## src/logic/cb_attr_pkg.sv

```systemverilog
// Purpose: Constants for the context bank attribute decoder
// Assumes: One 32-bit AXI4-Lite register word per bank
// Notes:   Offsets are byte addresses
package cb_attr_pkg;
   // ----------------------------------------
   // Register map
   // ----------------------------------------
   localparam logic [11:0] ATTR_BASE_OFS   = 12'h000;
   localparam logic [11:0] CTRL_OFS        = 12'h100;
   localparam logic [11:0] STATUS_OFS      = 12'h104;
   localparam logic [31:0] ATTR_RESET      = 32'h0000_0000;
   localparam logic [31:0] CTRL_RESET      = 32'h0000_0000;
   // ----------------------------------------
   // Attribute field positions
   // ----------------------------------------
   localparam int IRQ_LSB       = 24;
   localparam int IRQ_MSB       = 31;
   localparam int TYPE_LSB      = 16;
   localparam int TYPE_MSB      = 17;
   localparam int S2IDX_LSB     = 8;
   localparam int S2IDX_MSB     = 15;
   localparam int BCAST_BIT     = 11;
   localparam int HYPX_BIT      = 10;
   localparam int BPSH_LSB      = 8;
   localparam int BPSH_MSB      = 9;
   localparam int VM_LSB        = 0;
   localparam int VM_MSB        = 7;
   // Control register bits
   localparam int CTRL_HYP_MODE = 0;
   localparam int CTRL_WIDEVM   = 1;
   localparam int CTRL_ALIAS    = 2;
   // ----------------------------------------
   // Encodings
   // ----------------------------------------
   localparam logic [1:0] TYPE_S2       = 2'h0;
   localparam logic [1:0] TYPE_S1_BYP   = 2'h1;
   localparam logic [1:0] TYPE_S1_FAULT = 2'h2;
   localparam logic [1:0] TYPE_NESTED   = 2'h3;
   localparam logic [1:0] SH_RSVD       = 2'h0;
   localparam logic [1:0] SH_OUTER      = 2'h1;
   localparam logic [1:0] SH_INNER      = 2'h2;
   localparam logic [1:0] SH_NONE       = 2'h3;
   localparam logic [1:0] RESP_OKAY     = 2'h0;
   localparam logic [1:0] RESP_SLVERR   = 2'h2;
   typedef enum logic [2:0] {
      BUS_IDLE  = 3'h1,
      BUS_WRESP = 3'h2,
      BUS_RRESP = 3'h4
   } bus_state_type;
endpackage

```

## src/logic/context_bank_attribute_decode.sv

```systemverilog
// Purpose: Per-bank attribute register file and decode for stage-1 contexts
// Assumes: Software programs banks over AXI4-Lite; datapath looks up one bank
// Notes:   One bus access handled at a time; answers one cycle after acceptance
//
// Operation
// - Force-broadcast upgrades maintenance to inner-shareable
// - Bit 10 is hyp enable otherwise
// - Hyp context: no address or VM tag
// - Bit 10 is host-ext enable when selected
// - Host-ext tags non-global entries with address tag
// - Bypass shareability encodes outer, inner, none
// - Stronger of stage-1 and bypass shareability wins
// - No bypass support: field reads zero
// - Narrow VM tag unless wide tags enabled
// - Secure bank VM tag ignored when unsupported
// - Type fault-only raises invalid context fault
// - Top byte holds context interrupt index
// - Nested type holds stage-2 bank index; index bits 9:8 are writable only with bypass support
// - Unimplemented index bits read zero, except bit 11 (force-broadcast)
// - Two-bit type selects translation arrangement
//
// The AXI4-Lite slave port and the register addresses are this design's own decisions.
`timescale 1ns/10ps
module context_bank_attribute_decode #(
   parameter int          NUM_BANKS     = 8,
   parameter int          IDX_W         = 3,
   parameter bit          HOST_EXT_SUPP = 1'b1,
   parameter bit          BYPASS_SUPP   = 1'b1,
   parameter bit          SECURE_VM_SUPP = 1'b0
) (
   input  wire logic              clk_sys,
   input  wire logic              rstn,
   // AXI4-Lite slave
   input  wire logic [11:0]       s_axi_awaddr,
   input  wire logic              s_axi_awvalid,
   output logic                   s_axi_awready,
   input  wire logic [31:0]       s_axi_wdata,
   input  wire logic [3:0]        s_axi_wstrb,
   input  wire logic              s_axi_wvalid,
   output logic                   s_axi_wready,
   output logic [1:0]             s_axi_bresp,
   output logic                   s_axi_bvalid,
   input  wire logic              s_axi_bready,
   input  wire logic [11:0]       s_axi_araddr,
   input  wire logic              s_axi_arvalid,
   output logic                   s_axi_arready,
   output logic [31:0]            s_axi_rdata,
   output logic [1:0]             s_axi_rresp,
   output logic                   s_axi_rvalid,
   input  wire logic              s_axi_rready,
   // Datapath lookup
   input  wire logic [IDX_W-1:0]  lk_bank,
   input  wire logic              lk_secure,
   input  wire logic [1:0]        lk_s1_share,
   input  wire logic              lk_maint_op,
   input  wire logic              lk_maint_is,
   output logic                   lk_maint_bcast,
   output logic [1:0]             lk_type,
   output logic                   lk_ctx_fault,
   output logic                   lk_hyp_ctx,
   output logic                   lk_host_ext_ctx,
   output logic                   lk_use_addr_space_tag,
   output logic                   lk_use_vm_tag,
   output logic                   lk_addr_tag_nonglobal_only,
   output logic [7:0]             lk_vm_tag,
   output logic [1:0]             lk_share,
   output logic [7:0]             lk_irq_index,
   output logic [IDX_W-1:0]       lk_s2_bank,
   output logic                   lk_nested
);
   // ----------------------------------------
   // Bus state
   // ----------------------------------------
   cb_attr_pkg::bus_state_type st_q, st_d;
   logic [31:0]                 attr_q [NUM_BANKS];
   logic [31:0]                 attr_d [NUM_BANKS];
   logic [31:0]                 ctrl_q, ctrl_d;
   logic [31:0]                 rdata_q, rdata_d;
   logic [1:0]                  resp_q, resp_d;
   logic                        do_wr, do_rd;
   logic [11:0]                 rel_w, rel_r;
   logic                        w_hit, r_hit;
   logic [IDX_W-1:0]            w_bank, r_bank;
   logic [31:0]                 wmask;
   logic [31:0]                 attr_keep;

   // Write address and data are taken together in the same edge
   assign s_axi_awready = (st_q == cb_attr_pkg::BUS_IDLE) && s_axi_awvalid && s_axi_wvalid;
   assign s_axi_wready  = s_axi_awready;
   assign s_axi_arready = (st_q == cb_attr_pkg::BUS_IDLE) && !s_axi_awready;
   assign do_wr         = s_axi_awready;
   assign do_rd         = s_axi_arready && s_axi_arvalid;
   assign s_axi_bvalid  = (st_q == cb_attr_pkg::BUS_WRESP);
   assign s_axi_rvalid  = (st_q == cb_attr_pkg::BUS_RRESP);
   assign s_axi_bresp   = resp_q;
   assign s_axi_rresp   = resp_q;
   assign s_axi_rdata   = rdata_q;

   assign rel_w  = s_axi_awaddr - cb_attr_pkg::ATTR_BASE_OFS;
   assign rel_r  = s_axi_araddr - cb_attr_pkg::ATTR_BASE_OFS;
   assign w_bank = rel_w[IDX_W+1:2];
   assign r_bank = rel_r[IDX_W+1:2];
   assign w_hit  = (rel_w[11:2] < 10'(NUM_BANKS));
   assign r_hit  = (rel_r[11:2] < 10'(NUM_BANKS));

   always_comb begin
      for (int b = 0; b < 4; b++) begin
         wmask[b*8 +: 8] = {8{s_axi_wstrb[b]}};
      end
   end

   // Writable bits: reserved bits and unimplemented index bits other than bit 11 (force-broadcast) stay zero
   always_comb begin
      attr_keep = 32'h0000_0000;
      attr_keep[cb_attr_pkg::IRQ_MSB:cb_attr_pkg::IRQ_LSB]   = 8'hff;
      attr_keep[cb_attr_pkg::TYPE_MSB:cb_attr_pkg::TYPE_LSB] = 2'h3;
      attr_keep[cb_attr_pkg::BCAST_BIT]                      = 1'b1;
      attr_keep[cb_attr_pkg::HYPX_BIT]                       = 1'b1;
      attr_keep[cb_attr_pkg::S2IDX_LSB +: IDX_W]             = {IDX_W{1'b1}};
      attr_keep[cb_attr_pkg::VM_MSB:cb_attr_pkg::VM_LSB]     = 8'hff;
      if (BYPASS_SUPP) begin
         attr_keep[cb_attr_pkg::BPSH_MSB:cb_attr_pkg::BPSH_LSB] = 2'h3;
      end else begin
         attr_keep[cb_attr_pkg::BPSH_MSB:cb_attr_pkg::BPSH_LSB] = 2'h0;
      end
   end

   always_comb begin
      st_d    = st_q;
      ctrl_d  = ctrl_q;
      rdata_d = rdata_q;
      resp_d  = resp_q;
      for (int i = 0; i < NUM_BANKS; i++) begin
         attr_d[i] = attr_q[i];
      end
      case (st_q)
         cb_attr_pkg::BUS_IDLE: begin
            if (do_wr) begin
               st_d   = cb_attr_pkg::BUS_WRESP;
               resp_d = cb_attr_pkg::RESP_OKAY;
               if (w_hit) begin
                  attr_d[w_bank] = ((attr_q[w_bank] & ~wmask) | (s_axi_wdata & wmask)) & attr_keep;
               end else if (s_axi_awaddr == cb_attr_pkg::CTRL_OFS) begin
                  ctrl_d = ((ctrl_q & ~wmask) | (s_axi_wdata & wmask)) & 32'h0000_0007;
               end else if (s_axi_awaddr != cb_attr_pkg::STATUS_OFS) begin
                  resp_d = cb_attr_pkg::RESP_SLVERR;
               end
            end else if (do_rd) begin
               st_d    = cb_attr_pkg::BUS_RRESP;
               resp_d  = cb_attr_pkg::RESP_OKAY;
               rdata_d = 32'h0000_0000;
               if (r_hit) begin
                  rdata_d = attr_q[r_bank];
               end else if (s_axi_araddr == cb_attr_pkg::CTRL_OFS) begin
                  rdata_d = ctrl_q;
               end else if (s_axi_araddr == cb_attr_pkg::STATUS_OFS) begin
                  rdata_d = {29'h0, lk_ctx_fault, lk_host_ext_ctx, lk_hyp_ctx};
               end else begin
                  resp_d = cb_attr_pkg::RESP_SLVERR;
               end
            end
         end
         cb_attr_pkg::BUS_WRESP: begin
            if (s_axi_bready) begin
               st_d = cb_attr_pkg::BUS_IDLE;
            end
         end
         cb_attr_pkg::BUS_RRESP: begin
            if (s_axi_rready) begin
               st_d = cb_attr_pkg::BUS_IDLE;
            end
         end
         default: begin
            st_d = cb_attr_pkg::BUS_IDLE;
         end
      endcase
   end

   always_ff @(posedge clk_sys or negedge rstn) begin
      if (!rstn) begin
         st_q    <= cb_attr_pkg::BUS_IDLE;
         ctrl_q  <= cb_attr_pkg::CTRL_RESET;
         rdata_q <= 32'h0000_0000;
         resp_q  <= cb_attr_pkg::RESP_OKAY;
         for (int i = 0; i < NUM_BANKS; i++) begin
            attr_q[i] <= cb_attr_pkg::ATTR_RESET;
         end
      end else begin
         st_q    <= st_d;
         ctrl_q  <= ctrl_d;
         rdata_q <= rdata_d;
         resp_q  <= resp_d;
         for (int i = 0; i < NUM_BANKS; i++) begin
            attr_q[i] <= attr_d[i];
         end
      end
   end

   // ----------------------------------------
   // Attribute decode
   // ----------------------------------------
   // Results are registered: the datapath sees a lookup one edge after it
   // presents the bank, which keeps the bank mux off the datapath's timing
   logic [31:0]      cur;
   logic [1:0]       ctype;
   logic             host_ext_mode;
   logic             bit10;
   logic [1:0]       byp;
   logic             s1_type;
   logic             maint_bcast_d, maint_bcast_q;
   logic [1:0]       type_d, type_q;
   logic             ctx_fault_d, ctx_fault_q;
   logic             hyp_ctx_d, hyp_ctx_q;
   logic             host_ext_ctx_d, host_ext_ctx_q;
   logic             use_addr_tag_d, use_addr_tag_q;
   logic             nonglobal_d, nonglobal_q;
   logic             use_vm_tag_d, use_vm_tag_q;
   logic [7:0]       vm_tag_d, vm_tag_q;
   logic [1:0]       share_d, share_q;
   logic [7:0]       irq_index_d, irq_index_q;
   logic [IDX_W-1:0] s2_bank_d, s2_bank_q;
   logic             nested_d, nested_q;

   assign cur           = attr_q[lk_bank];
   assign ctype         = cur[cb_attr_pkg::TYPE_MSB:cb_attr_pkg::TYPE_LSB];
   assign bit10         = cur[cb_attr_pkg::HYPX_BIT];
   assign host_ext_mode = HOST_EXT_SUPP && ctrl_q[cb_attr_pkg::CTRL_HYP_MODE];
   assign byp           = cur[cb_attr_pkg::BPSH_MSB:cb_attr_pkg::BPSH_LSB];
   assign s1_type       = (ctype != cb_attr_pkg::TYPE_S2);

   always_comb begin
      type_d         = ctype;
      ctx_fault_d    = (ctype == cb_attr_pkg::TYPE_S1_FAULT);
      nested_d       = (ctype == cb_attr_pkg::TYPE_NESTED);
      s2_bank_d      = nested_d ? cur[cb_attr_pkg::S2IDX_LSB +: IDX_W] : '0;
      irq_index_d    = cur[cb_attr_pkg::IRQ_MSB:cb_attr_pkg::IRQ_LSB];
      maint_bcast_d  = lk_maint_op && (lk_maint_is ||
                       (ctype == cb_attr_pkg::TYPE_S1_BYP && cur[cb_attr_pkg::BCAST_BIT]));
      hyp_ctx_d      = (ctype == cb_attr_pkg::TYPE_S1_BYP) && !host_ext_mode && bit10;
      host_ext_ctx_d = (ctype == cb_attr_pkg::TYPE_S1_BYP) && host_ext_mode && bit10;
      use_addr_tag_d = s1_type && !hyp_ctx_d;
      nonglobal_d    = host_ext_ctx_d;
      use_vm_tag_d   = !hyp_ctx_d && !host_ext_ctx_d && !ctx_fault_d &&
                       !(lk_secure && !SECURE_VM_SUPP);
      if (ctrl_q[cb_attr_pkg::CTRL_WIDEVM] || !use_vm_tag_d) begin
         vm_tag_d = 8'h00;
      end else begin
         vm_tag_d = cur[cb_attr_pkg::VM_MSB:cb_attr_pkg::VM_LSB];
      end
      // Stronger shareability wins; reserved or unsupported bypass adds nothing
      share_d = lk_s1_share;
      if (ctype == cb_attr_pkg::TYPE_S1_BYP && BYPASS_SUPP && byp != cb_attr_pkg::SH_RSVD) begin
         if (lk_s1_share == cb_attr_pkg::SH_OUTER || byp == cb_attr_pkg::SH_OUTER) begin
            share_d = cb_attr_pkg::SH_OUTER;
         end else if (lk_s1_share == cb_attr_pkg::SH_INNER || byp == cb_attr_pkg::SH_INNER) begin
            share_d = cb_attr_pkg::SH_INNER;
         end else begin
            share_d = cb_attr_pkg::SH_NONE;
         end
      end
   end

   always_ff @(posedge clk_sys or negedge rstn) begin
      if (!rstn) begin
         maint_bcast_q  <= 1'h0;
         type_q         <= cb_attr_pkg::TYPE_S2;
         ctx_fault_q    <= 1'h0;
         hyp_ctx_q      <= 1'h0;
         host_ext_ctx_q <= 1'h0;
         use_addr_tag_q <= 1'h0;
         nonglobal_q    <= 1'h0;
         use_vm_tag_q   <= 1'h0;
         vm_tag_q       <= 8'h00;
         share_q        <= cb_attr_pkg::SH_RSVD;
         irq_index_q    <= 8'h00;
         s2_bank_q      <= '0;
         nested_q       <= 1'h0;
      end else begin
         maint_bcast_q  <= maint_bcast_d;
         type_q         <= type_d;
         ctx_fault_q    <= ctx_fault_d;
         hyp_ctx_q      <= hyp_ctx_d;
         host_ext_ctx_q <= host_ext_ctx_d;
         use_addr_tag_q <= use_addr_tag_d;
         nonglobal_q    <= nonglobal_d;
         use_vm_tag_q   <= use_vm_tag_d;
         vm_tag_q       <= vm_tag_d;
         share_q        <= share_d;
         irq_index_q    <= irq_index_d;
         s2_bank_q      <= s2_bank_d;
         nested_q       <= nested_d;
      end
   end

   assign lk_maint_bcast             = maint_bcast_q;
   assign lk_type                    = type_q;
   assign lk_ctx_fault               = ctx_fault_q;
   assign lk_hyp_ctx                 = hyp_ctx_q;
   assign lk_host_ext_ctx            = host_ext_ctx_q;
   assign lk_use_addr_space_tag      = use_addr_tag_q;
   assign lk_addr_tag_nonglobal_only = nonglobal_q;
   assign lk_use_vm_tag              = use_vm_tag_q;
   assign lk_vm_tag                  = vm_tag_q;
   assign lk_share                   = share_q;
   assign lk_irq_index               = irq_index_q;
   assign lk_s2_bank                 = s2_bank_q;
   assign lk_nested                  = nested_q;
endmodule

```

## config.mk

```make
export PLATFORM = sky130hd
export DESIGN_NAME = context_bank_attribute_decode
export DESIGN_NICKNAME = d
export VERILOG_FILES = /design/src/logic/cb_attr_pkg.sv /design/src/logic/context_bank_attribute_decode.sv
export SDC_FILE = /design/constraint.sdc
export NUM_CORES = 1
export LEC_CHECK = 0
export BUFFER_PORTS_ARGS = -buffer_cell sky130_fd_sc_hd__buf_2
export CORE_MARGIN = 10
export CORE_UTILIZATION = 30
export CTS_CLUSTER_DIAMETER = 30
export DETAILED_ROUTE_END_ITERATION = 12
export GPL_TIMING_DRIVEN = 0
export SETUP_SLACK_MARGIN = 0.02
export SYNTH_ARGS = -nofsm -noshare
export SYNTH_HDL_FRONTEND = slang
export SYNTH_SLANG_ARGS = --single-unit
```

## constraint.sdc

```tcl
create_clock -name clk_sys -period 2.8 [get_ports clk_sys]
set_input_delay 0.56 -clock clk_sys [delete_from_list [all_inputs] [get_ports clk_sys]]
set_output_delay 0.56 -clock clk_sys [all_outputs]
set_load 0.03 [all_outputs]
```

# After elaboration in Yosys (flattened, before gate mapping)
# Index checks and enable logic that the tools add are counted.
# word_totals
regBits	326
in_bits	75
out_inout_bits	72
# op_classes
order_cmp	6
eq_ne	17
n_mux	33
n_bitwise	11
reduce_logical	35
# op_table
cell	n
binary-select mux 32 bit (select 3 bit)	3
bitwise mux 256 bit	1
2-to-1 mux 32 bit	8
demux 32 bit (select 3 bit)	1
bitwise AND 32 bit	2
== test 12 x 9 -> 1 bit (second input constant)	3
NOT 32 bit	1
OR 32 bit	1
2-to-1 mux 3 bit	7
< comparator 10 x 4 -> 1 bit (second input constant)	2
2-to-1 mux 2 bit	10
logical AND 1 bit	16
>= comparator 4 bit (second input constant)	3
inequality test 12 x 9 -> 1 bit (second input constant)	1
NOT 3 -> 4 bit	3
one-hot mux 3 bit (3 select lines)	1
AND reduction 3 bit	3
== test 2 bit (second input constant)	4
2-to-1 mux 8 bit	1
zero test 1 bit	7
== test 2 x 1 -> 1 bit (second input constant)	3
nonzero test 2 bit	3
logical OR 1 bit	4
< comparator 4 x 1 -> 1 bit (second input constant)	1
other kinds (11)	13

# Longest topological paths before layout
# Gate-level depths: netlist of the first run.
# depth
word_depth	14
depth_mapped	6
ltp_nobuf	5

# Least setup slack after synthesis of the first run
# OpenSTA, ideal clock, no wires.
# synth_timing
path_kind	input to register
start	input s_axi_awaddr[2]
end	register attr_q[72] (netlist name)
setup_ns	0.140
t_arrival_ns	2.027
required_time_ns	2.660
setup_slack_ns	0.633
cell_stages	6
n_path_buf	2
path_cell_list	buf_4 > buf_6 > mux4_2 > mux2_2 > mux2i_4 > mux2i_1
# synth_via
elab_chain_len	7
word_cells_on_any_way	14
classes_between	3 x order compare; 6 x mux; 3 x bitwise; 2 x reduce/logical
# synth_lines
item	line_no	text
start, declared	context_bank_attribute_decode.sv:34	input wire logic [11:0] s_axi_awaddr,
NOT 3 -> 4 bit	context_bank_attribute_decode.sv:142	attr_d[w_bank] = ((attr_q[w_bank] & ~wmask) | (s_axi_wdata & wmask)) & attr_keep;
binary-select mux 32 bit (select 3 bit)	context_bank_attribute_decode.sv:142	
2-to-1 mux 32 bit (implied by the code) (2 in a row)	context_bank_attribute_decode.sv:142	
bitwise AND 32 bit	context_bank_attribute_decode.sv:142	
OR 32 bit	context_bank_attribute_decode.sv:142	
bitwise mux 256 bit	context_bank_attribute_decode.sv:142	
end signal, assigned by index	context_bank_attribute_decode.sv:186	attr_q[i] <= cb_attr_pkg::ATTR_RESET;
end signal, assigned by index	context_bank_attribute_decode.sv:194	attr_q[i] <= attr_d[i];
end, declared	context_bank_attribute_decode.sv:75	logic [31:0] attr_q [NUM_BANKS];
# Parallel ways exist; a longest one is shown, timed or not. The select of a mux whose other input is x is not followed.
# A chain may end at the register's enable or synchronous reset.

# Worst setup path in the final report of the first run
# layout_timing
start	input lk_bank[2]
end	register irq_index_q[7] (netlist: lk_irq_index[7])
# layout_via
elab_chain_len	4
# layout_lines
item	line_no	text
start, declared	context_bank_attribute_decode.sv:52	input wire logic [IDX_W-1:0] lk_bank,
NOT 3 -> 4 bit (implied by the code)	context_bank_attribute_decode.sv:224	assign cur = attr_q[lk_bank];
binary-select mux 32 bit (select 3 bit)	context_bank_attribute_decode.sv:224	
2-to-1 mux 32 bit (implied by the code) (2 in a row)	context_bank_attribute_decode.sv:224	
via cur[31]	context_bank_attribute_decode.sv:204	logic [31:0] cur;
end signal, assigned	context_bank_attribute_decode.sv:289	irq_index_q <= irq_index_d;
end, declared	context_bank_attribute_decode.sv:220	logic [7:0] irq_index_d, irq_index_q;
# The timed path passes the listed nets, and every way through them passes these cells. The select of a mux whose other input is x is not followed.

==> flow_metrics.tcl, run 1 <==
set metrics [dict create \
    outcome "complete, no violations" \
    rows 78 \
    yosysMostFrequentCell "dfrtp_1" \
    path_class "input port to register" \
    drive_above_1_share_pct 37.1 \
    netlist_area_mm2 0.0138 \
    overflow 0 \
    drt_iter0_drc 560 \
    timing.critical_path.mode_cell "clkbuf_1" \
    cts_buffers 50 \
    first_global_vias 9749 \
    drt-pass1-iter-count 5 \
    die_x_um 235 \
    synth.area.top_cells "dfrtp_1, mux4_2, mux2i_1, inv_1, mux2i_4" \
    final_antenna_net_count 0 \
    timing.rr.start "st_q[0]$_DFFE_PN1P_" \
    htree_levels 2 \
    maxSlewHeadroom_pct 24.6 \
    num_vias 9258 \
    dp_cells 1760 \
    ys.warnings.count 0 \
    yosysTopAreaCellShare_pct 42.3 \
    hp-start "s_axi_bready" \
    synthesis.instances 1034 \
    area_growth_pct 23.0 \
    netlist_top_cells_count "dfrtp_1, mux2i_1, inv_1" \
    ys.flop_type "dfrtp_1" \
    synth-async-reset-ratio_pct 100 \
    cap_violations 0 \
    cp.required_ns 3.11 \
    synth-edff-count 0 \
    hold_path_end "st_q[1]$_DFFE_PN0P_" \
    post-route-period-util_pct 92.9 \
    irDropWorstVdd_mv 0.447 \
    synth-xor-area-share_pct 0 \
    comb_power_share_pct 9.4 \
    synth.area.mux_share_pct 42.9 \
    die_area_mm2 0.0551 \
    initial_utilization_pct 30.4 \
    fp.dieH_um 235 \
    rsz0062_at_grt "no" \
    track_usage_pct 15.1 \
    hold_path_class "input port to register" \
    leakage_nw 7.20 \
    wire_per_inst_um 22.9 \
    crit_slowest_cell "clkbuf_1" \
    hold_viol 0 \
    crit_family "buffers and inverters" \
    finish.utilization_pct 37.4 \
    nFillCells 4377 \
    p_seq_share_pct 33.2 \
    skew_ns 0.0278 \
    routed_wl_um 42400 \
    synth_seq_area_share_pct 42.5 \
    start_kind "input port" \
    r2r_end "attr_q[94]$_DFFE_PN0P_" \
    ys_types 43 \
    grt_pass1_wl_um 64000 \
    synthSimpleGateAreaFrac_pct 3.95 \
    cts_tree "done" \
    power_mw 10.6 \
    rr_worst_depth 6 \
    p_int_mw 7.85 \
    stdcell_count 1853 \
    netSwitchingPower_mw 2.72 \
    fmax_mhz 385 \
    synth_seq_cells 235 \
    layout_min_cycle_time_ns 2.60 \
    grt_antenna_before_repair 8 \
    port_buffers 113 \
    setup_viol 0 \
    grt_max_degree 104 \
    p_sw_share_pct 25.8 \
    slew_violations 0 \
    powerDensity_mw_per_mm2 621 \
    avgSynthCellArea_um2 13.4 \
    hpwl_um 29300 \
    synth_top_family_by_area "multiplexers" \
    insertion_delay_ns 0.56 \
    path_clk_slew_ns 0.05 \
    pin_count 147 \
    cts.sinks 235 \
    crit_buf_inv 3 \
    remaining_drc_errors 0 \
    cpPeakStageDelay_ns 0.84 \
    cts_max_path_buffers 3 \
    cts-root-buf "clkbuf_16" \
    tightest_slew_ns 1.13 \
    path_cells "buf_2, clkbuf_1, clkbuf_1, o21ai_0" \
    arrival_ns 2.91 \
    synth_compound_area_share_pct 1.96 \
    synth_top_cell_by_area "dfrtp_1" \
    cp-end-kind "register" \
    synth_adder_area_share_pct 0 \
    core-area_mm2 0.0455 \
    timing.final.ws_setup_ns 0.199 \
    final_nets 1288 \
    worst-path-max-fanout 10 \
    hold_depth 2 \
    drt-vias-per-instance 5.00 \
    p_clk_share_pct 57.4 \
    r2r_slack_ns 0.23 \
    gp_congestion 0.825 \
    place_ws_ns -0.220 \
]
-- cell families after synthesis --
kind of cell / count (synthesis)
DFF: 235
AOI/OAI and AO/OA: 48
buffers and inverters: 267
and+or+nand+nor: 89
other: 1
muxes: 394
-- layout make-up --
type,instances,area [um^2],area share [%]
multi-input combinational,543,6800,40.0
antenna,1,2.50,0.0147
buffer,82,498,2.93
sequential,235,5880,34.6
clock buffer,59,1370,8.03
timing repair buffer,116,641,3.77
tap,600,751,4.41
clock inverter,32,378,2.22
inverter,185,697,4.10
-- worst max path at each step --
| stage | from | end | slack, ns | depth (start not counted) |
|---|---|---|---|---|
| 5_1_grt | st_q[0]$_DFFE_PN1P_ | attr_q[94]$_DFFE_PN0P_ | 0.12 | 6 |
| 6_report | lk_bank[2] | lk_irq_index[7]$_DFF_PN0_ | 0.20 | 4 |
| 2_1_floorplan | s_axi_awaddr[2] | attr_q[72]$_DFFE_PN0P_ | 0.63 | 6 |
| 3_5_place_dp | s_axi_araddr[3] | s_axi_rdata[31]$_DFFE_PN0P_ | -0.22 | 6 |
| 3_3_place_gp | rstn | st_q[2]$_DFFE_PN0P_ | -3.25 | 1 |
| 4_1_cts | st_q[0]$_DFFE_PN1P_ | s_axi_wready | 0.21 | 5 |
-- per-layer routing --
layer  up-vias  track usage (%)  share of wire, %
li1       4051                -                 -
met1      4805             19.1                42
met2       303             24.2                48
met3        85             4.51               7.1
met4        14             5.09               2.9
met5         -                0              0.19
-- power groups by stage --
stage               Combinational (mW)  Sequential (mW)  Clock (mW)
floorplan                        0.538             3.62           0
global placement                 0.991             3.56           0
detailed placement                1.01             3.56           0
CTS                               1.01             3.51        6.17
global route                      1.06             3.51        6.33
finish                           0.994             3.51        6.07
-- through the flow --
stage	hold WS [ns]	area [um^2]	setup TNS (ns)
after global routing	0.219	17000	0
after floorplan	0.264	13900	0
final	0.201	17000	0
after CTS	0.183	17000	0
after global placement	0.463	15200	-758.53
after detailed placement	0.473	15300	-2.60
-- state kept, by name, summed over array words and instances (netlist names), named ones only --
| register | count |
|---|---|
| lk_share | 2 |
| lk_vm_tag | 8 |
| s_axi_rdata | 22 |
| s_axi_bresp | 1 |
| lk_type | 2 |
| lk_ctx_fault | 1 |
| lk_nested | 1 |
| lk_s2_bank | 3 |
| lk_hyp_ctx | 1 |
| lk_irq_index | 8 |
| attr_q | 176 |
| lk_addr_tag_nonglobal_only | 1 |
| lk_use_vm_tag | 1 |
| lk_maint_bcast | 1 |
| lk_use_addr_space_tag | 1 |
| st_q | 3 |
-- repair_timing --
item                                   4_1_cts  5_1_grt
gates resized for setup                      0        0
hold buffers                                 1        0
endpoints found under the hold margin       56        0
buffers inserted                             0        0
-- layout by cell type, fill, tap and decap left out, types with 3 or more instances in the layout --
| cell type | instances |
|---|---|
| dfrtp_1 | 234 |
| nor4_2 | 4 |
| clkbuf_8 | 6 |
| clkbuf_16 | 51 |
| mux2_2 | 27 |
| o31ai_1 | 3 |
| o21ai_0 | 33 |
| mux2i_4 | 24 |
| clkinv_4 | 5 |
| clkbuf_1 | 16 |
| a21oi_1 | 3 |
| o22a_1 | 3 |
| buf_6 | 4 |
| nor2_1 | 9 |
| mux4_2 | 131 |
| nor4_4 | 4 |
| nor3_1 | 10 |
| clkinv_2 | 6 |
| clkinvlp_4 | 6 |
| bufinv_16 | 6 |
| nand4_1 | 3 |
| nand2b_1 | 4 |
| buf_2 | 132 |
| inv_6 | 9 |
| nand2_1 | 35 |
| buf_4 | 36 |
| inv_1 | 182 |
| nor4_1 | 5 |
| mux2i_1 | 211 |
| buf_1 | 8 |
| conb_1 | 12 |
| a31oi_1 | 3 |
Note: power is estimated with default switching activity, not from simulation.
==> inputs of run 2 (changes only) <==
- CORE_UTILIZATION: 30 -> 60
- PLACE_DENSITY: default -> 0.81
==> run 2 against run 1 <==
Critical path depth is 2 higher; worst setup slack worse by 0.14 ns; highest routed layer is now met4; clock-buffer cell count is 6 higher; final area is 2.4% lower; non-clock buffer count is 1 lower; sequential share of layout area is 0.85 points higher; critical endpoint is now attr_q[74]$_DFFE_PN0P_; sequential power hardly changed; power is 0.17% lower.
==> flow_metrics.tcl, run 2 (same netlist as run 1, synthesis figures left out) <==
set metrics [dict create \
    hold_viol 0 \
    hpwl_um 26000 \
    pin_count 147 \
    place_ws_ns -0.108 \
    crit_slowest_cell "nor4_2" \
    die_x_um 172 \
    endpoint "attr_q[74]$_DFFE_PN0P_" \
    cts.sinks 235 \
    drt-vias-per-instance 6.32 \
    setup_viol 0 \
    post_cts_resized 0 \
    nFillCells 1414 \
    r2r_end "attr_q[74]$_DFFE_PN0P_" \
    start_kind "register" \
    fp.dieH_um 172 \
    remaining_drc_errors 0 \
    timing.critical_path.mode_cell "buf_4" \
    whs_ns 0.0717 \
    timing.rr.start "st_q[0]$_DFFE_PN1P_" \
    num_vias 9727 \
    first_global_vias 10400 \
    cpPeakStageDelay_ns 0.58 \
    power_mw 10.6 \
    cts_max_path_buffers 3 \
    irDropWorstVdd_mv 0.438 \
    crit_family "simple AND/OR/NAND/NOR gates" \
    r2r_slack_ns 0.06 \
    final_nets 1286 \
    gp_congestion 0.905 \
    cp-end-kind "register" \
    largest_reg_flops 176 \
    slew_violations 0 \
    area_growth_pct 20.0 \
    post-route-period-util_pct 97.8 \
    worst-path-max-fanout 10 \
    powerDensity_mw_per_mm2 636 \
    path_class "register to register" \
    largest-register "attr_q" \
    grt_max_degree 126 \
    cts_buffers 49 \
    cts-root-buf "clkbuf_16" \
    tightest_slew_ns 1.11 \
    core-area_mm2 0.0226 \
    final_antenna_net_count 0 \
    skew_ns 0.0142 \
    layout_min_cycle_time_ns 2.74 \
    timing.final.ws_setup_ns 0.0611 \
    rows 55 \
    arrival_ns 3.19 \
    cts_setup_buffers 0 \
    dp_cells 1445 \
    postLayoutCellArea_mm2 0.0166 \
    outcome "complete, no violations" \
    insertion_delay_ns 0.55 \
    routed_wl_um 40400 \
    grt_pass1_wl_um 60800 \
    register_area_mm2 0.00588 \
    die_area_mm2 0.0295 \
    port_buffers 113 \
    multi_input_area_mm2 0.00680 \
    path_cells "nor3b_4, nand4_1, buf_4, nor4_2, buf_4, mux2i_1" \
    grt_antenna_before_repair 3 \
    fmax_mhz 365 \
    rsz0062_at_grt "no" \
    drive_above_1_share_pct 36.6 \
    dpl_cell_area_mm2 0.0149 \
    htree_levels 2 \
    rr_worst_depth 6 \
    leakage_nw 7.20 \
    cap_violations 0 \
    cp.depth 6 \
    cts_hold_buf 0 \
    stdcell_count 1539 \
    crit_buf_inv 2 \
    layout_common_cells "dfrtp_1, mux2i_1, inv_1" \
    wire_per_inst_um 26.3 \
    track_usage_pct 27.5 \
    hold_path_class "input port to async pin" \
    maxSlewHeadroom_pct 26.3 \
    drt_iter0_drc 1230 \
    setup.worst_path.start "st_q[0]$_DFFE_PN1P_" \
    path_clk_slew_ns 0.06 \
    drt-pass1-iter-count 7 \
    overflow 0 \
    cts_tree "done" \
    layout_commonest_cell "dfrtp_1" \
    initial_utilization_pct 61.1 \
    cp.required_ns 3.25 \
]
[run 2: cell count changes in the layout (fill, tap and decap cells not counted), moves of 2 or more]
cell / delta
clkbuf_8: +2
inv_6: -4
clkbuf_1: +6
clkinvlp_4: -5
clkinv_4: -2
clkbuf_16: -2
clkinv_8: +2
diode_2: +2
[run 2: per-stage QoR]
step	util, %	setup TNS (ns)
4_1_cts	73.3	0
5_1_grt	73.3	0
3_3_place_gp	65.3	-678.71
6_report	73.3	0
3_5_place_dp	65.6	-0.835
2_1_floorplan	-	0
[run 2: power breakdown]
group / total, mW / internal [mW] / switching, mW
logic: 0.983 / 0.329 / 0.655
clock network: 6.06 / 4.09 / 1.98
registers: 3.51 / 3.46 / 0.0424
total: 10.6 / 7.88 / 2.67
[run 2: metal layers]
metal	track usage (%)	up-vias	wire [um]
li1	-	4041	-
met1	33.7	4927	14700
met2	44.8	604	19600
met3	6.78	155	4240
met4	13.9	0	1930
met5	0	-	0
[run 2: how the worst min path moves through the flow]
stage | start | end | slack [ns] | depth (start not counted)
4_1_cts | rstn | attr_q[28]$_DFFE_PN0P_ | 0.12 | 2
2_1_floorplan | rstn | async pin | 0.26 | 0
3_3_place_gp | s_axi_rdata[1]$_DFFE_PN0P_ | s_axi_rdata[1]$_DFFE_PN0P_ | 0.46 | 2
5_1_grt | rstn | attr_q[157]$_DFFE_PN0P_ | 0.13 | 2
3_5_place_dp | s_axi_rdata[7]$_DFFE_PN0P_ | s_axi_rdata[7]$_DFFE_PN0P_ | 0.46 | 2
6_report | rstn | attr_q[221]$_DFFE_PN0P_ | 0.07 | 2
[run 2: layout make-up]
type                    instances  share of cell area (%)
repair buffers                115                    3.80
diodes                          3                  0.0452
clock buffers                  65                    8.23
plain buffers                  82                    3.00
flip-flops and latches        235                    35.4
multi-input cells             543                    40.9
clock inverters                26                    2.21
inverters                     185                    4.20
well taps                     285                    2.15
==> inputs of run 3 (changes only) <==
==> constraint.sdc (replaced) <==
create_clock -name clk_sys -period 2.8 [get_ports clk_sys]
set_input_delay 0.28 -clock clk_sys [delete_from_list [all_inputs] [get_ports clk_sys]]
set_output_delay 0.28 -clock clk_sys [all_outputs]
set_load 0.03 [all_outputs]
==> run 3 against run 2 <==
Wire length hardly changed; clock-buffer cell count stayed put; via count is 0.74% higher; sequential share of layout area is 0.13 points lower; power hardly changed; utilization is 0.27 points higher; non-clock buffer count is 6 higher; final cell count is 0.39% higher; hold slack worse by 0.021 ns; global-route usage is 0.055 points higher; largest power group unchanged.
==> flow_metrics.tcl, run 3 (same netlist as run 1, synthesis figures left out) <==
set metrics [dict create \
    path_clk_slew_ns 0.05 \
    setup_viol 0 \
    rows 55 \
    gp_congestion 0.905 \
    place_ws_ns 0.172 \
    comb_power_share_pct 9.4 \
    remaining_drc_errors 0 \
    tightest_slew_ns 1.12 \
    htree_levels 2 \
    finish.utilization_pct 73.6 \
    path_class "register to register" \
    nFillCells 1407 \
    grt_pass1_wl_um 60900 \
    die_x_um 172 \
    port_buffers 113 \
    largest_reg_flops 176 \
    dp_cells 1445 \
    drt-vias-per-instance 6.34 \
    cts.sinks 235 \
    cts-root-buf "clkbuf_16" \
    p_int_mw 7.89 \
    stdcell_count 1545 \
    power_mw 10.6 \
    leakage_nw 7.23 \
    p_seq_share_pct 33.2 \
    layout_commonest_cell "dfrtp_1" \
    maxSlewHeadroom_pct 25.1 \
    hold_viol 0 \
    overflow 0 \
    timing.critical_path.mode_cell "buf_4" \
    outcome "complete, no violations" \
    rsz0062_at_grt "no" \
    largest-register "attr_q" \
    cts_tree "done" \
    timing.final.ws_setup_ns 0.00146 \
    hpwl_um 26000 \
    grt_antenna_before_repair 3 \
    path_cells "nor3b_4, nand4_1, buf_4, nor4_2, buf_4, mux2i_1" \
    p_clk_share_pct 57.4 \
    area_growth_pct 20.5 \
    track_usage_pct 27.6 \
    worst-path-max-fanout 10 \
    cts_buffers 49 \
    drt_iter0_drc 1249 \
    arrival_ns 3.26 \
    drive_above_1_share_pct 36.4 \
    p_sw_share_pct 25.3 \
    skew_ns 0.0120 \
    netSwitchingPower_mw 2.67 \
    crit_slowest_cell "nor4_2" \
    die_area_mm2 0.0295 \
    layout_min_cycle_time_ns 2.80 \
    pin_count 147 \
    post_cts_resized 0 \
    irDropWorstVdd_mv 0.440 \
    initial_utilization_pct 61.1 \
    final_nets 1292 \
    fmax_mhz 357 \
    wire_per_inst_um 26.2 \
    hold_path_class "input port to register" \
    cpPeakStageDelay_ns 0.62 \
    cts_max_path_buffers 3 \
    start_kind "register" \
    routed_wl_um 40400 \
    post-route-period-util_pct 99.9 \
    layout_common_cells "dfrtp_1, mux2i_1, inv_1" \
    slew_violations 0 \
    drt-pass1-iter-count 5 \
    whs_ns 0.0508 \
    final_antenna_net_count 0 \
    num_vias 9799 \
    cap_violations 0 \
    insertion_delay_ns 0.55 \
    core-area_mm2 0.0226 \
    first_global_vias 10500 \
    grt_max_degree 126 \
    powerDensity_mw_per_mm2 634 \
    cp-end-kind "register" \
    fp.dieH_um 172 \
    cp.required_ns 3.26 \
]
==> run 3: per-stage QoR <==
step / TNS [ns] / area [um^2]
after floorplan: 0 / 13900
after global placement: -612.83 / 14800
after detailed placement: 0 / 14900
after CTS: 0 / 16700
after global routing: 0 / 16700
final: 0 / 16700
==> run 3: what timing repair did <==
action                    in CTS  in global routing
hold buffers                   6                  0
setup buffers                  0                  0
hold endpoints to repair     128                  0
==> run 3: power by group through the flow <==
stage	registers (mW)	logic (mW)	clock network, mW
final	3.51	0.994	6.06
after global routing	3.51	1.04	6.26
after CTS	3.51	0.986	6.05
after detailed placement	3.56	0.972	0
after global placement	3.56	0.948	0
after floorplan	3.62	0.538	0
==> run 3: layout make-up <==
type                    count  area, um^2  share of cell area, %
repair buffers            121         691                   4.15
plain buffers              82         498                   2.99
diodes                      3        7.51                 0.0451
inverters                 185         697                   4.18
well taps                 285         357                   2.14
clock buffers              65        1370                   8.20
flip-flops and latches    235        5880                   35.3
multi-input cells         543        6800                   40.8
clock inverters            26         367                   2.20
==> run 3: worst paths after layout <==
path                                                 start                         end  slack [ns]  depth (start not counted)
worst max register to register         st_q[0]$_DFFE_PN1P_      attr_q[95]$_DFFE_PN0P_       0.001                          6
worst min-delay path                        lk_s1_share[0]       lk_share[0]$_DFF_PN0_        0.05                          3
min in group asynchronous                             rstn     attr_q[124]$_DFFE_PN0P_        0.40                          3
worst min register to register  s_axi_rdata[7]$_DFFE_PN0P_  s_axi_rdata[7]$_DFFE_PN0P_        0.47                          2
worst max-delay path                   st_q[0]$_DFFE_PN1P_      attr_q[95]$_DFFE_PN0P_       0.001                          6
max in group asynchronous                             rstn     attr_q[233]$_DFFE_PN0P_        1.40                          4
==> run 3: worst max-delay path: cells and delay by family (launching register included) <==
kind                   cells  cell delay (ns)
DFF                        1             0.54
and+or+nand+nor            3             1.27
muxes                      1             0.24
buffers and inverters      2             0.67
==> run 3: layer usage <==
layer,vias to the layer above,share of wire [%],global-route usage (%)
li1,4054,-,-
met1,4930,36,33.8
met2,652,48,44.9
met3,163,11,6.81
met4,0,5.0,13.9
met5,-,0,0
